===== src/common/ccu_pkg.sv =====
`default_nettype none
package ccu_pkg;
   // register bus geometry
   localparam int CCU_AW = 3;
   localparam int CCU_DW = 8;
   // register offsets
   localparam logic [CCU_AW-1:0] CCU_ADDR_CTRL = 3'h0;
   localparam logic [CCU_AW-1:0] CCU_ADDR_DIDR = 3'h1;
   localparam logic [CCU_AW-1:0] CCU_ADDR_MUX = 3'h2;
   localparam logic [CCU_AW-1:0] CCU_ADDR_ISTAT = 3'h3;
   localparam logic [CCU_AW-1:0] CCU_ADDR_IMASK = 3'h4;
   // comparator_control_status fields
   localparam int CCU_BIT_PWR_OFF = 7;
   localparam int CCU_BIT_BANDGAP = 6;
   localparam int CCU_BIT_RESULT = 5;
   localparam int CCU_BIT_FLAG = 4;
   localparam int CCU_BIT_IRQ_EN = 3;
   localparam int CCU_BIT_CAPTURE = 2;
   localparam int CCU_BIT_MODE_HI = 1;
   localparam int CCU_BIT_MODE_LO = 0;
   // comparator_pin_input_disable fields
   localparam int CCU_BIT_NEG_OFF = 1;
   localparam int CCU_BIT_POS_OFF = 0;
   // negative input mux register fields
   localparam int CCU_BIT_MUX_EN = 6;
   localparam int CCU_CH_W = 3;
   // interrupt status / mask fields
   localparam int CCU_IW = 2;
   localparam int CCU_IST_EVENT = 0;
   localparam int CCU_IST_CHANGE = 1;
   // reset values
   localparam logic [CCU_DW-1:0] CCU_CTRL_RST = 8'h00;
   localparam logic [CCU_DW-1:0] CCU_DIDR_RST = 8'h00;
   localparam logic [CCU_DW-1:0] CCU_MUX_RST = 8'h00;
   localparam logic [CCU_IW-1:0] CCU_IMASK_RST = 2'h0;
   // synchroniser depth: result lags the raw output by two cycles
   localparam int CCU_SYNC_STAGES = 2;
   // flag-setting event modes
   typedef enum logic [1:0] {
      CCU_EV_TOGGLE = 2'b00,
      CCU_EV_RSVD = 2'b01,
      CCU_EV_FALL = 2'b10,
      CCU_EV_RISE = 2'b11
   } ccu_evmode_t;
endpackage
`default_nettype wire


===== src/hdl/ccu_sync.sv =====
`default_nettype none
module ccu_sync #(
   parameter int STAGES = ccu_pkg::CCU_SYNC_STAGES
) (
   input wire logic clk,
   input wire logic rst_n,
   input wire logic d_in,
   output logic q_out
);
   import ccu_pkg::*;
   typedef struct packed {
      logic [STAGES-1:0] sh;
   } ccu_sync_st_t;
   ccu_sync_st_t st_ff, nxt_st;

   // fewer than two stages would let metastability reach the logic
   if (STAGES < 2)
   begin : g_chk
      $error("ccu_sync needs at least two stages");
   end

   // shift chain; only the last stage is read outside
   always_comb
   begin
      nxt_st = st_ff;
      nxt_st.sh = {st_ff.sh[STAGES-2:0], d_in};
   end

   always_ff @(posedge clk or negedge rst_n)
   begin
      if (!rst_n)
         st_ff <= '0;
      else
         st_ff <= nxt_st;
   end

   assign q_out = st_ff.sh[STAGES-1];
endmodule // ccu_sync
`default_nettype wire


===== src/hdl/ccu_edge.sv =====
`default_nettype none
module ccu_edge (
   input wire logic clk,
   input wire logic rst_n,
   input wire logic cur,
   input wire logic hold,
   input wire ccu_pkg::ccu_evmode_t mode,
   output logic event_hit,
   output logic changed
);
   import ccu_pkg::*;
   typedef struct packed {
      logic prev;
   } ccu_edge_st_t;
   ccu_edge_st_t st_ff, nxt_st;
   logic rise;
   logic fall;

   // previous value always follows, so a change made while held is
   // swallowed rather than fired later
   always_comb
   begin
      nxt_st = st_ff;
      nxt_st.prev = cur;
   end

   always_ff @(posedge clk or negedge rst_n)
   begin
      if (!rst_n)
         st_ff <= '0;
      else
         st_ff <= nxt_st;
   end

   // compare with the last cycle's value
   assign rise = cur & ~st_ff.prev;
   assign fall = ~cur & st_ff.prev;
   assign changed = (rise | fall) & ~hold;

   // mode decode, reserved code never fires
   always_comb
   begin
      case (mode)
         CCU_EV_TOGGLE: event_hit = rise | fall;
         CCU_EV_FALL: event_hit = fall;
         CCU_EV_RISE: event_hit = rise;
         CCU_EV_RSVD: event_hit = 1'b0;
         default: event_hit = 1'b0;
      endcase
      event_hit = event_hit & ~hold;
   end
endmodule // ccu_edge
`default_nettype wire


===== src/hdl/ccu_top.sv =====
`default_nettype none
module ccu_top (
   input wire logic CORE_CLK,
   input wire logic RESET_N,
   input wire logic [ccu_pkg::CCU_AW-1:0] ADDR,
   input wire logic [ccu_pkg::CCU_DW-1:0] WDATA,
   input wire logic WR_STB,
   input wire logic RD_STB,
   output logic [ccu_pkg::CCU_DW-1:0] RDATA,
   input wire logic COMP_RAW,
   input wire logic CONVERTER_ENABLE,
   input wire logic GLOBAL_IRQ_ENABLE,
   input wire logic VECTOR_ACK,
   input wire logic POS_PIN_RAW,
   input wire logic NEG_PIN_RAW,
   output logic COMP_POWER_OFF,
   output logic BANDGAP_SELECT,
   output logic COMP_RESULT,
   output logic NEG_USE_CHANNEL,
   output logic [ccu_pkg::CCU_CH_W-1:0] NEG_CHANNEL,
   output logic CAPTURE_ROUTE,
   output logic CAPTURE_INPUT,
   output logic POS_BUFFER_OFF,
   output logic NEG_BUFFER_OFF,
   output logic POS_PIN_DATA,
   output logic NEG_PIN_DATA,
   output logic COMP_IRQ_REQ,
   output logic IRQ
);
   import ccu_pkg::*;

   typedef struct packed {
      logic pwr_off;
      logic bandgap;
      logic flag;
      logic irq_en;
      logic capture;
      ccu_evmode_t mode;
      logic neg_off;
      logic pos_off;
      logic mux_en;
      logic [CCU_CH_W-1:0] chsel;
      logic [CCU_IW-1:0] istat;
      logic [CCU_IW-1:0] imask;
      logic [CCU_DW-1:0] rdata;
   } ccu_st_t;

   ccu_st_t st_ff, nxt_st;
   logic result;
   logic ev_hit;
   logic ev_change;
   logic wr_ctrl;
   logic wr_didr;
   logic wr_mux;
   logic wr_imask;
   logic rd_istat;
   logic [CCU_DW-1:0] ctrl_view;
   logic [CCU_DW-1:0] rd_mux;

   // raw output crosses into the core clock through two flops
   ccu_sync #(
      .STAGES(CCU_SYNC_STAGES)
   ) u_sync (
      .clk(CORE_CLK),
      .rst_n(RESET_N),
      .d_in(COMP_RAW),
      .q_out(result)
   );

   // event detection, held quiet while the comparator is unpowered
   ccu_edge u_edge (
      .clk(CORE_CLK),
      .rst_n(RESET_N),
      .cur(result),
      .hold(st_ff.pwr_off),
      .mode(st_ff.mode),
      .event_hit(ev_hit),
      .changed(ev_change)
   );

   // address decode
   assign wr_ctrl = WR_STB && (ADDR == CCU_ADDR_CTRL);
   assign wr_didr = WR_STB && (ADDR == CCU_ADDR_DIDR);
   assign wr_mux = WR_STB && (ADDR == CCU_ADDR_MUX);
   assign wr_imask = WR_STB && (ADDR == CCU_ADDR_IMASK);
   assign rd_istat = RD_STB && (ADDR == CCU_ADDR_ISTAT);

   // readable image of the control/status register
   always_comb
   begin
      ctrl_view = '0;
      ctrl_view[CCU_BIT_PWR_OFF] = st_ff.pwr_off;
      ctrl_view[CCU_BIT_BANDGAP] = st_ff.bandgap;
      ctrl_view[CCU_BIT_RESULT] = result;
      ctrl_view[CCU_BIT_FLAG] = st_ff.flag;
      ctrl_view[CCU_BIT_IRQ_EN] = st_ff.irq_en;
      ctrl_view[CCU_BIT_CAPTURE] = st_ff.capture;
      ctrl_view[CCU_BIT_MODE_HI:CCU_BIT_MODE_LO] = st_ff.mode;
      rd_mux = '0;
      rd_mux[CCU_BIT_MUX_EN] = st_ff.mux_en;
      rd_mux[CCU_CH_W-1:0] = st_ff.chsel;
   end

   // next-state: register writes, flag, sticky status, read data
   always_comb
   begin
      nxt_st = st_ff;
      // control/status writes; result bit is not writable
      if (wr_ctrl)
      begin
         nxt_st.pwr_off = WDATA[CCU_BIT_PWR_OFF];
         nxt_st.bandgap = WDATA[CCU_BIT_BANDGAP];
         nxt_st.irq_en = WDATA[CCU_BIT_IRQ_EN];
         nxt_st.capture = WDATA[CCU_BIT_CAPTURE];
         nxt_st.mode =
            ccu_evmode_t'(WDATA[CCU_BIT_MODE_HI:CCU_BIT_MODE_LO]);
      end
      // only two bits exist, the rest is dropped
      if (wr_didr)
      begin
         nxt_st.neg_off = WDATA[CCU_BIT_NEG_OFF];
         nxt_st.pos_off = WDATA[CCU_BIT_POS_OFF];
      end
      if (wr_mux)
      begin
         nxt_st.mux_en = WDATA[CCU_BIT_MUX_EN];
         nxt_st.chsel = WDATA[CCU_CH_W-1:0];
      end
      if (wr_imask)
         nxt_st.imask = WDATA[CCU_IW-1:0];
      // flag: vector or written one clears, a new event wins
      if (VECTOR_ACK || (wr_ctrl && WDATA[CCU_BIT_FLAG]))
         nxt_st.flag = 1'b0;
      if (ev_hit)
         nxt_st.flag = 1'b1;
      // sticky status, cleared by reading; set in same cycle wins
      if (rd_istat)
         nxt_st.istat = '0;
      if (ev_hit)
         nxt_st.istat[CCU_IST_EVENT] = 1'b1;
      if (ev_change)
         nxt_st.istat[CCU_IST_CHANGE] = 1'b1;
      // read data valid only in the cycle after the strobe
      nxt_st.rdata = '0;
      if (RD_STB)
      begin
         case (ADDR)
            CCU_ADDR_CTRL: nxt_st.rdata = ctrl_view;
            CCU_ADDR_DIDR: nxt_st.rdata =
               {6'h00, st_ff.neg_off, st_ff.pos_off};
            CCU_ADDR_MUX: nxt_st.rdata = rd_mux;
            CCU_ADDR_ISTAT: nxt_st.rdata = {6'h00, st_ff.istat};
            CCU_ADDR_IMASK: nxt_st.rdata = {6'h00, st_ff.imask};
            default: nxt_st.rdata = '0;
         endcase
      end
   end

   always_ff @(posedge CORE_CLK or negedge RESET_N)
   begin
      if (!RESET_N)
      begin
         st_ff <= '0;
         st_ff.pwr_off <= CCU_CTRL_RST[CCU_BIT_PWR_OFF];
         st_ff.bandgap <= CCU_CTRL_RST[CCU_BIT_BANDGAP];
         st_ff.flag <= CCU_CTRL_RST[CCU_BIT_FLAG];
         st_ff.irq_en <= CCU_CTRL_RST[CCU_BIT_IRQ_EN];
         st_ff.capture <= CCU_CTRL_RST[CCU_BIT_CAPTURE];
         st_ff.mode <= ccu_evmode_t'(
            CCU_CTRL_RST[CCU_BIT_MODE_HI:CCU_BIT_MODE_LO]);
         st_ff.neg_off <= CCU_DIDR_RST[CCU_BIT_NEG_OFF];
         st_ff.pos_off <= CCU_DIDR_RST[CCU_BIT_POS_OFF];
         st_ff.mux_en <= CCU_MUX_RST[CCU_BIT_MUX_EN];
         st_ff.chsel <= CCU_MUX_RST[CCU_CH_W-1:0];
         st_ff.imask <= CCU_IMASK_RST;
      end
      else
         st_ff <= nxt_st;
   end

   // analog controls straight from the registers
   assign COMP_POWER_OFF = st_ff.pwr_off;
   assign BANDGAP_SELECT = st_ff.bandgap;
   assign COMP_RESULT = result;

   // negative input: converter must be off to borrow its mux
   assign NEG_USE_CHANNEL = st_ff.mux_en & ~CONVERTER_ENABLE;
   assign NEG_CHANNEL = NEG_USE_CHANNEL ? st_ff.chsel : '0;

   // capture path uses the synchronised result; the timer does its
   // own noise cancelling and edge choice
   assign CAPTURE_ROUTE = st_ff.capture;
   assign CAPTURE_INPUT = st_ff.capture & result;

   // digital input buffers; a disabled pin reads zero
   assign POS_BUFFER_OFF = st_ff.pos_off;
   assign NEG_BUFFER_OFF = st_ff.neg_off;
   assign POS_PIN_DATA = POS_PIN_RAW & ~st_ff.pos_off;
   assign NEG_PIN_DATA = NEG_PIN_RAW & ~st_ff.neg_off;

   // core request; software must mask it around mode or power changes
   assign COMP_IRQ_REQ =
      st_ff.flag & st_ff.irq_en & GLOBAL_IRQ_ENABLE;
   assign IRQ = |(st_ff.istat & st_ff.imask);
   assign RDATA = st_ff.rdata;
endmodule // ccu_top
`default_nettype wire


===== config.mk =====
export PLATFORM = sky130hd
export DESIGN_NAME = ccu_top
export DESIGN_NICKNAME = d
export VERILOG_FILES = /design/src/common/ccu_pkg.sv /design/src/hdl/ccu_sync.sv /design/src/hdl/ccu_edge.sv /design/src/hdl/ccu_top.sv
export SDC_FILE = /design/constraint.sdc
export NUM_CORES = 1
export LEC_CHECK = 0
export ABC_AREA = 0
export BUFFER_PORTS_ARGS = -buffer_cell sky130_fd_sc_hd__buf_2
export CORE_ASPECT_RATIO = 0.7
export CORE_MARGIN = 8
export CORE_UTILIZATION = 53
export DETAILED_ROUTE_END_ITERATION = 12
export PLACE_DENSITY = 0.83
export SLEW_MARGIN = 30
export SYNTH_ARGS = -nofsm -noshare
export SYNTH_HDL_FRONTEND = slang
export SYNTH_SLANG_ARGS = --single-unit

===== constraint.sdc =====
create_clock -name CORE_CLK -period 2.8 [get_ports CORE_CLK]
set_input_delay 0.84 -clock CORE_CLK [delete_from_list [all_inputs] [get_ports CORE_CLK]]
set_output_delay 0.84 -clock CORE_CLK [all_outputs]
set_load 0.1 [all_outputs]

=== After elaboration in Yosys (flattened, before gate mapping) ===
Cells that the tools add are included.

* Register bits after elaboration: 28
* Latch bits: 0
* RAM bits: 0
* ROM bits: 0
* Input bits: 21
* Output and inout port bits: 23
* Logic and storage cells: 63
* Memories kept: 0

* Add/sub/neg operators: 0
* Multipliers: 0
* Divide/modulo/power cells: 0
* Order comparisons: 0
* Equality and inequality tests: 7
* Shift operators: 0
* Multiplexer cells: 9
* Bitwise operators: 18
* Reduce and logical (&&, ||, !) cells: 13

{| class="wikitable"
|+ Operator list
! operator !! count
|-
| one-hot mux 8 bit (5 select lines) || 1
|-
| bitwise AND 1 bit || 10
|-
| 2-to-1 mux 8 bit || 1
|-
| equality test 3 x 2 -> 1 bit (second input constant) || 2
|-
| logical AND 1 bit || 6
|-
| inverter 1 bit || 6
|-
| nonzero test 2 bit || 3
|-
| equality test 2 bit (second input constant) || 2
|-
| 2-to-1 mux 1 bit || 4
|-
| one-hot mux 1 bit (4 select lines) || 1
|-
| equality test 3 x 1 -> 1 bit (second input constant) || 1
|-
| equality test 3 bit (second input constant) || 1
|-
| zero test 3 bit || 1
|-
| 2-to-1 mux 3 bit || 1
|-
| bitwise AND 2 bit || 1
|-
| equality test 2 x 1 -> 1 bit (second input constant) || 1
|-
| zero test 2 bit || 1
|-
| 2-to-1 mux 2 bit || 1
|-
| OR reduction 2 bit || 1
|-
| logical OR 1 bit || 1
|-
| OR 1 bit || 1
|}

=== Longest topological paths before layout ===
Gate-level depths: netlist of run 1.

* Depth after elaboration: 6
* Depth in mapped cells: 5
* Mapped depth without buffers: 5

=== Modules after synthesis ===
Synthesis of run 1 repeated with hierarchy kept, for this count alone.

* Cell total of the unflattened synthesis: 106
* Area total of the unflattened synthesis: 1328.8 um2

{| class="wikitable"
|+ Modules (own cells, without submodules)
! module !! instances !! cells an instance !! area an instance (um2) !! sequential area each (um2)
|-
| ccu_top || 1 || 94 || 1179.9 || 625.6
|-
| ccu_edge || 1 || 10 || 98.8 || 25.0
|-
| ccu_sync || 1 || 2 || 50.0 || 50.0
|}

=== Worst setup path after synthesis of run 1 ===
OpenSTA, ideal clock, no wires.

* Path kind: in2out
* From: in CONVERTER_ENABLE
* To: out NEG_CHANNEL[0] in the netlist's numbering
* Arrival: 3.157 ns
* Data required time: 1.960 ns
* Slack: -1.197 ns
* Stages: 2
* Path buffers: 0
* Path through: nor2b_1 and2_1

* Cells in the longest elaborated chain, start to end: 3

{| class="wikitable"
|+ RTL lines
! element !! RTL line !! RTL
|-
| from (decl) || ccu_top.sv:11 || <nowiki>input wire logic CONVERTER_ENABLE,</nowiki>
|-
| inverter 1 bit || ccu_top.sv:187 || <nowiki>assign NEG_USE_CHANNEL = st_ff.mux_en & ~CONVERTER_ENABLE;</nowiki>
|-
| bitwise AND 1 bit || ccu_top.sv:187 ||
|-
| 2-to-1 mux 3 bit || ccu_top.sv:188 || <nowiki>assign NEG_CHANNEL = NEG_USE_CHANNEL ? st_ff.chsel : '0;</nowiki>
|-
| to (decl) || ccu_top.sv:20 || <nowiki>output logic [ccu_pkg::CCU_CH_W-1:0] NEG_CHANNEL,</nowiki>
|}

No other way between the ends.

=== Worst setup path after layout of run 1 ===
* From: in CONVERTER_ENABLE
* To: out NEG_USE_CHANNEL

* Cells in the longest elaborated chain, start to end: 2

{| class="wikitable"
|+ RTL lines
! element !! RTL line !! RTL
|-
| inverter 1 bit || ccu_top.sv:187 ||
|-
| bitwise AND 1 bit || ccu_top.sv:187 ||
|-
| to (decl) || ccu_top.sv:19 || <nowiki>output logic NEG_USE_CHANNEL,</nowiki>
|}

No other way between the ends.

==> flow_summary.yaml, run 1 <==
power:
  ir_drop_mv: 0.524
  switchingPower_uw: 562
  combPwrFrac_pct: 42.5
  powerDensity_mw_per_mm2: 768
  swShare_pct: 45.2
  intPower_uw: 681
  p_clk_share_pct: 15.7
  seq_power_share_pct: 41.8
  p_leak_uw: 0.000808
global_route:
  grt_usage_pct: 14.2
  grt_first_pass_wirelength_um: 5120
  grt_max_degree: 29
  antenna_found_initial: 0
  overflow: 0
  grt_pass1_vias: 1042
critical_path:
  r2r_slack_ns: 1.40
  slowest_delay_ns: 0.44
  crit_chain: "buf_2, nor2b_4, buf_2"
  rr_startpoint: "u_sync.st_ff[1]$_DFF_PN0_"
  required_ns: 1.96
  worstPathArrival_ns: 1.52
  criticalPathCategory: "input pin to output pin"
  r2r-end: "st_ff[10]$_DFFE_PN0P_"
  start_kind: "input pin"
  crit_path_frequent_cell: "buf_2"
  critPathCaptureType: "output pin"
  critPathSlowestCell: "buf_2"
  crit_path_max_fanout: 4
  reg2reg_depth: 5
synth:
  synth_ff_type: "dfrtp_1"
  synth_edf_count: 0
  async_reset_ff_share_pct: 100
  synth_cell_types: 25
  ys_ff_latch: 28
  yosys_warnings: 0
  postSynthAreaPerCell_um2: 12.8
  yosys-top-cells-count: "dfrtp_1, mux2_2, buf_4"
  netlist_instances: 106
  syn-cell-area_mm2: 0.00136
  seq_area_frac_synth_pct: 51.7
  yosys-top-cells-area: "dfrtp_1, mux2_2, buf_4, and2_1, nor4bb_4"
  yosysTopAreaCellShare_pct: 51.7
  yosysTopAreaCell: "dfrtp_1"
  yosysMostFrequentCell: "dfrtp_1"
  syn_nets: 129
placement:
  dp_slack_ns: 0.429
  portBuffers: 42
  post-dp-hpwl_um: 2290
  place_congestion: 0.790
sta:
  rsz0062_at_grt: "no"
  worst_pin_slew_ns: 0.673
  fmax_mhz: 423
  fin_crit_ns: 2.36
  fin_skew_ns: 0.00708
  hold_violations: 0
  hold_ws_ns: 0.375
  drv_slew: 0
  layout_setup_ws_ns: 0.437
  relSlewSlack_pct: 54.5
  fin_setup_tns_ns: 0
  finalSetupViolCount: 0
  finalCritPeriodShare_pct: 84.4
route:
  drcViolationCount: 0
  num_vias: 901
  ant_nets: 0
  dr.pass1.iters: 4
  vias_per_cell: 5.15
  wire_per_inst_um: 16.8
  wl_um: 2940
  drt_iter0_markers: 58
clocking:
  clock_sinks: 28
  clock_latency_ns: 0.33
  numCtsBuffers: 3
  postCtsSetupBuffers: 0
  clkTransAtPathRegs_ns: 0.15
  hold_buffers: 0
  htree_levels: 1
  cts_tree: "built"
  cts-root-buf: "clkbuf_4"
  clockBufferDepth: 2
  post_cts_resize_count: 0
die:
  die_x_um: 76.4
  io_pins: 44
  die_area_mm2: 0.00446
  core_area_mm2: 0.00244
  initial_utilization_pct: 55.5
  rows: 15
  die_y_um: 58.3
job:
  cap_violations: 0
cells_and_area:
  diodes: 0
  n_fill_cell: 179
  syn2layout_area_growth_pct: 19.5
  layout-drive-gt1-share_pct: 51.8
  finalNetCount: 165
min_path:
  min-delay-start: "u_sync.st_ff[0]$_DFF_PN0_"
  holdPathEnd: "u_sync.st_ff[1]$_DFF_PN0_"
  hp-class: "flip-flop to flip-flop"
  whs_path_depth: 0
status:
  status: "finished clean"
-- logic make-up (layout without fill, tap and decap cells) --
group	Yosys count	in the layout	share of synthesized area, %
flip-flops	28	28	51.7
multiplexers	20	20	17.5
buffers and inverters	14	49	7.20
AND/OR/NAND/NOR	32	32	17.2
AO/OA/AOI/OAI	10	10	4.52
adder cells (fa/ha/maj)	2	2	1.85
-- placed cells by master, fill, tap and decap left out, types with 2 or more instances in the layout --
cell,n
buf_2,39
dfrtp_1,28
mux2_2,17
nand2_1,5
and2_1,5
nor2_1,4
o21ai_0,4
a21oi_1,3
and2_2,3
inv_1,3
clkbuf_4,3
buf_12,3
mux2i_1,2
nand3_1,2
nor2b_2,2
nor4bb_4,2
nor3_1,2
ha_1,2
-- power by group through the flow --
stage / clock [uW] / sequential, uW / combinational [uW]
floorplan: 0 / 634 / 311
global placement: 0 / 521 / 520
detailed placement: 0 / 528 / 530
CTS: 199 / 520 / 531
global route: 209 / 531 / 552
finish: 195 / 519 / 528
-- critical path, delay by kind of cell --
| family | cells | cell delay (ns) |
|---|---|---|
| simple gates | 1 | 0.13 |
| buf+inv | 2 | 0.55 |
-- worst max path at each step --
stage,start,to,slack [ns],depth (start not counted)
after floorplan,CONVERTER_ENABLE,NEG_CHANNEL[0],0.03,2
after global placement,CONVERTER_ENABLE,NEG_USE_CHANNEL,0.44,3
after detailed placement,CONVERTER_ENABLE,NEG_USE_CHANNEL,0.43,3
after CTS,CONVERTER_ENABLE,NEG_USE_CHANNEL,0.43,3
after global routing,CONVERTER_ENABLE,NEG_USE_CHANNEL,0.40,3
final,CONVERTER_ENABLE,NEG_USE_CHANNEL,0.44,3
-- state kept, by name, indices dropped and copies added (netlist names) --
register and count:
NEG_BUFFER_OFF 1, POS_BUFFER_OFF 1, ctrl_view 4, u_sync.st_ff 2
COMP_POWER_OFF 1, RDATA 8, st_ff 4, BANDGAP_SELECT 1
rd_mux 4, CAPTURE_ROUTE 1, u_edge.st_ff 1
-- per-layer routing --
layer | global-route usage [%] | vias to the layer above | wire length, um
met5 | 0 | - | 0
met4 | 3.54 | 0 | 47
met3 | 5.93 | 7 | 186
met2 | 25.3 | 24 | 1550
met1 | 15.6 | 440 | 1150
li1 | - | 430 | -
-- through the flow --
| step | std cells | area, um^2 | power (uW) | utilization (%) |
|---|---|---|---|---|
| after detailed placement | 171 | 1580 | 1060 | 64.9 |
| after global routing | 175 | 1620 | 1290 | 66.4 |
| final | 175 | 1620 | 1240 | 66.4 |
| after floorplan | 106 | 1370 | 945 | - |
| after CTS | 175 | 1620 | 1250 | 66.4 |
| after global placement | 171 | 1580 | 1040 | 64.9 |
-- cell type report --
class | instances | area [um^2] | area share, %
Timing Repair Buffer | 42 | 255 | 15.8
Clock buffer | 4 | 36.3 | 2.24
Tap cell | 34 | 42.5 | 2.63
Inverter | 3 | 11.3 | 0.696
Sequential cell | 28 | 701 | 43.3
Multi-Input combinational cell | 64 | 573 | 35.4
No activity file was read; power rests on OpenSTA's default activity.
==> run 2, diff against run 1 <==
Settings changed: ABC_AREA 0 to 1, CORE_UTILIZATION 53 to 44, PLACE_DENSITY 0.83 to 0.74.
Clock period 2.8 ns to 1.9 ns, I/O delays scaled along.
==> run 2 against run 1 <==
  * Clock skew increased by 0.0011 ns
  * Count of clock-buffer cells in the layout is 1 lower
  * Synthesized cell count up 44%
  * Sequential share of layout area shrank 3.5 points
  * Worst hold slack got worse by 0.088 ns
  * Cell area is 9.7% higher
  * Critical path type is now flip-flop to output pin
  * Critical endpoint is now IRQ
==> flow_summary.yaml, run 2 <==
power:
  p_clk_share_pct: 23.6
  seq_power_share_pct: 38.3
  fin_total_pwr_uw: 1970
  swShare_pct: 42.0
  ir_drop_mv: 0.548
  powerDensity_mw_per_mm2: 1110
  switchingPower_uw: 829
  combPwrFrac_pct: 38.1
  p_leak_uw: 0.000915
  intPower_uw: 1140
sta:
  hold_violations: 0
  relSlewSlack_pct: 59.6
  finalSetupViolCount: 0
  fin_crit_ns: 1.84
  fmax_mhz: 542
  worst_pin_slew_ns: 0.606
  finalCritPeriodShare_pct: 97.0
  fin_skew_ns: 0.00816
  rsz0062_at_grt: "no"
  drv_slew: 0
  hold_ws_ns: 0.287
cells_and_area:
  layout_commonest_cell: "buf_2"
  finalNetCount: 216
  syn2layout_area_growth_pct: 32.7
  largest_reg_flops: 8
  final_cell_mix: "buf_2, nand2_1, dfrtp_1"
  diodes: 0
  n_fill_cell: 258
  fin_util_pct: 62.5
  layout-drive-gt1-share_pct: 37.0
die:
  die_x_um: 81.9
  initial_utilization_pct: 47.1
  core_area_mm2: 0.00284
  io_pins: 44
  die_y_um: 62.1
  die_area_mm2: 0.00509
  rows: 16
min_path:
  hp-class: "input pin to async pin"
global_route:
  grt_usage_pct: 13.2
  antenna_found_initial: 0
  grt_max_degree: 29
  grt_pass1_vias: 1145
  grt_first_pass_wirelength_um: 5410
  overflow: 0
synth:
  synth_cell_types: 21
  yosys-top-cells-count: "nand2_1, dfrtp_1, inv_1"
  synth_ff_type: "dfrtp_1"
  netlist_instances: 153
  seq_area_frac_synth_pct: 52.4
  yosysMostFrequentCell: "nand2_1"
  yosysTopAreaCell: "dfrtp_1"
  syn_nets: 176
  postSynthAreaPerCell_um2: 8.74
  yosysTopAreaCellShare_pct: 52.4
  yosys-top-cells-area: "dfrtp_1, nand2_1, inv_1, buf_4, nor2_1"
  synth_edf_count: 0
  yosys_warnings: 0
  ys_ff_latch: 28
  syn-cell-area_mm2: 0.00134
  async_reset_ff_share_pct: 100
critical_path:
  criticalPathCategory: "flip-flop to output pin"
  r2r-end: "ctrl_view[4]$_DFFE_PN0P_"
  critPathSlowestCell: "buf_2"
  slowest_delay_ns: 0.43
  required_ns: 1.33
  reg2reg_depth: 6
  rr_startpoint: "u_sync.st_ff[1]$_DFF_PN0_"
  crit_path_max_fanout: 3
  crit_chain: "a22o_1, buf_2"
  r2r_slack_ns: 0.48
  critPathCaptureType: "output pin"
  worstPathArrival_ns: 1.27
  start_kind: "flip-flop"
clocking:
  clock_latency_ns: 0.28
  cts-root-buf: "clkbuf_8"
  clock_sinks: 28
  cts_tree: "built"
  clockBufferDepth: 2
  htree_levels: 1
  numCtsBuffers: 3
  clkTransAtPathRegs_ns: 0.10
  hold_buffers: 0
route:
  vias_per_cell: 4.78
  ant_nets: 0
  drcViolationCount: 0
  num_vias: 1090
  drt_iter0_markers: 90
  dr.pass1.iters: 4
  wire_per_inst_um: 13.7
  wl_um: 3130
placement:
  place_congestion: 0.771
  portBuffers: 42
  post-dp-hpwl_um: 2460
status:
  status: "finished clean"
job:
  cap_violations: 0
## run 2: changes by cell type in the layout (fill, tap and decap cells not counted), sizes merged, moves of 4 or more
cell,change
nand4,+7
o21ai,+13
nand3,+6
inv,+20
nor2b,-4
nor2,+13
mux2,-17
and2,-8
nand2,+29
## run 2: cells by family after synthesis
family          count (synthesis)  share of synthesized area, %
fa+ha+maj                       2                          1.87
flops                          28                          52.4
simple gates                   68                          24.1
buf+inv                        34                          13.3
compound gates                 21                          8.33
## run 2: metrics by stage
step           setup WS, ns  cell area [um^2]  std cells  TNS, ns
5_1_grt              0.0124              1780        228        0
3_3_place_gp          0.140              1690        222        0
4_1_cts             0.00656              1760        226        0
2_1_floorplan        -0.374              1400        153    -1.08
3_5_place_dp          0.110              1690        222        0
6_report             0.0561              1780        228        0
## run 2: critical path, delay by kind of cell (launching register included)
family / cells / cell delay [ns]
AO/OA/AOI/OAI: 1 / 0.16
buffers and inverters: 1 / 0.43
flip-flops: 1 / 0.40
## run 2: repair_timing
action / 4_1_cts / 5_1_grt
setup endpoints to repair: 0 / 4
resized for setup: 0 / 1
setup buffers: 0 / 2
## run 2: layout make-up
class                           instances  area (um^2)  area share, %
Clock buffer                            3         41.3           2.33
Sequential cell                        28          706           39.7
Tap cell                               36         45.0           2.54
Inverter                               24          101           5.71
Multi-Input combinational cell         91          512           28.8
Timing Repair Buffer                   45          340           19.2
Clock inverter                          1         30.0           1.69
## run 2: layer usage
metal  up-vias  GRT usage [%]  wire length [um]
met1       503           14.7              1280
met4         0           2.40                12
met5         -              0                 0
li1        553              -                 -
met3         2           6.18               281
met2        32           22.3              1550
## run 2: power groups by stage
stage	Clock (uW)	Combinational (uW)	Sequential (uW)
3_5_place_dp	0	747	765
3_3_place_gp	0	734	759
5_1_grt	500	798	766
4_1_cts	469	750	754
2_1_floorplan	0	424	903
6_report	466	752	755
## run 2: how the worst max path moves through the flow
stage | startpoint | endpoint | slack, ns | cells past startpoint
after global routing | st_ff[9]$_DFFE_PN0P_ | IRQ | 0.01 | 2
after CTS | rd_mux[6]$_DFFE_PN0P_ | NEG_CHANNEL[0] | 0.007 | 5
after floorplan | CONVERTER_ENABLE | NEG_CHANNEL[0] | -0.37 | 3
after global placement | CONVERTER_ENABLE | NEG_CHANNEL[0] | 0.14 | 5
after detailed placement | CONVERTER_ENABLE | NEG_CHANNEL[0] | 0.11 | 5
final | st_ff[8]$_DFFE_PN0P_ | IRQ | 0.06 | 2
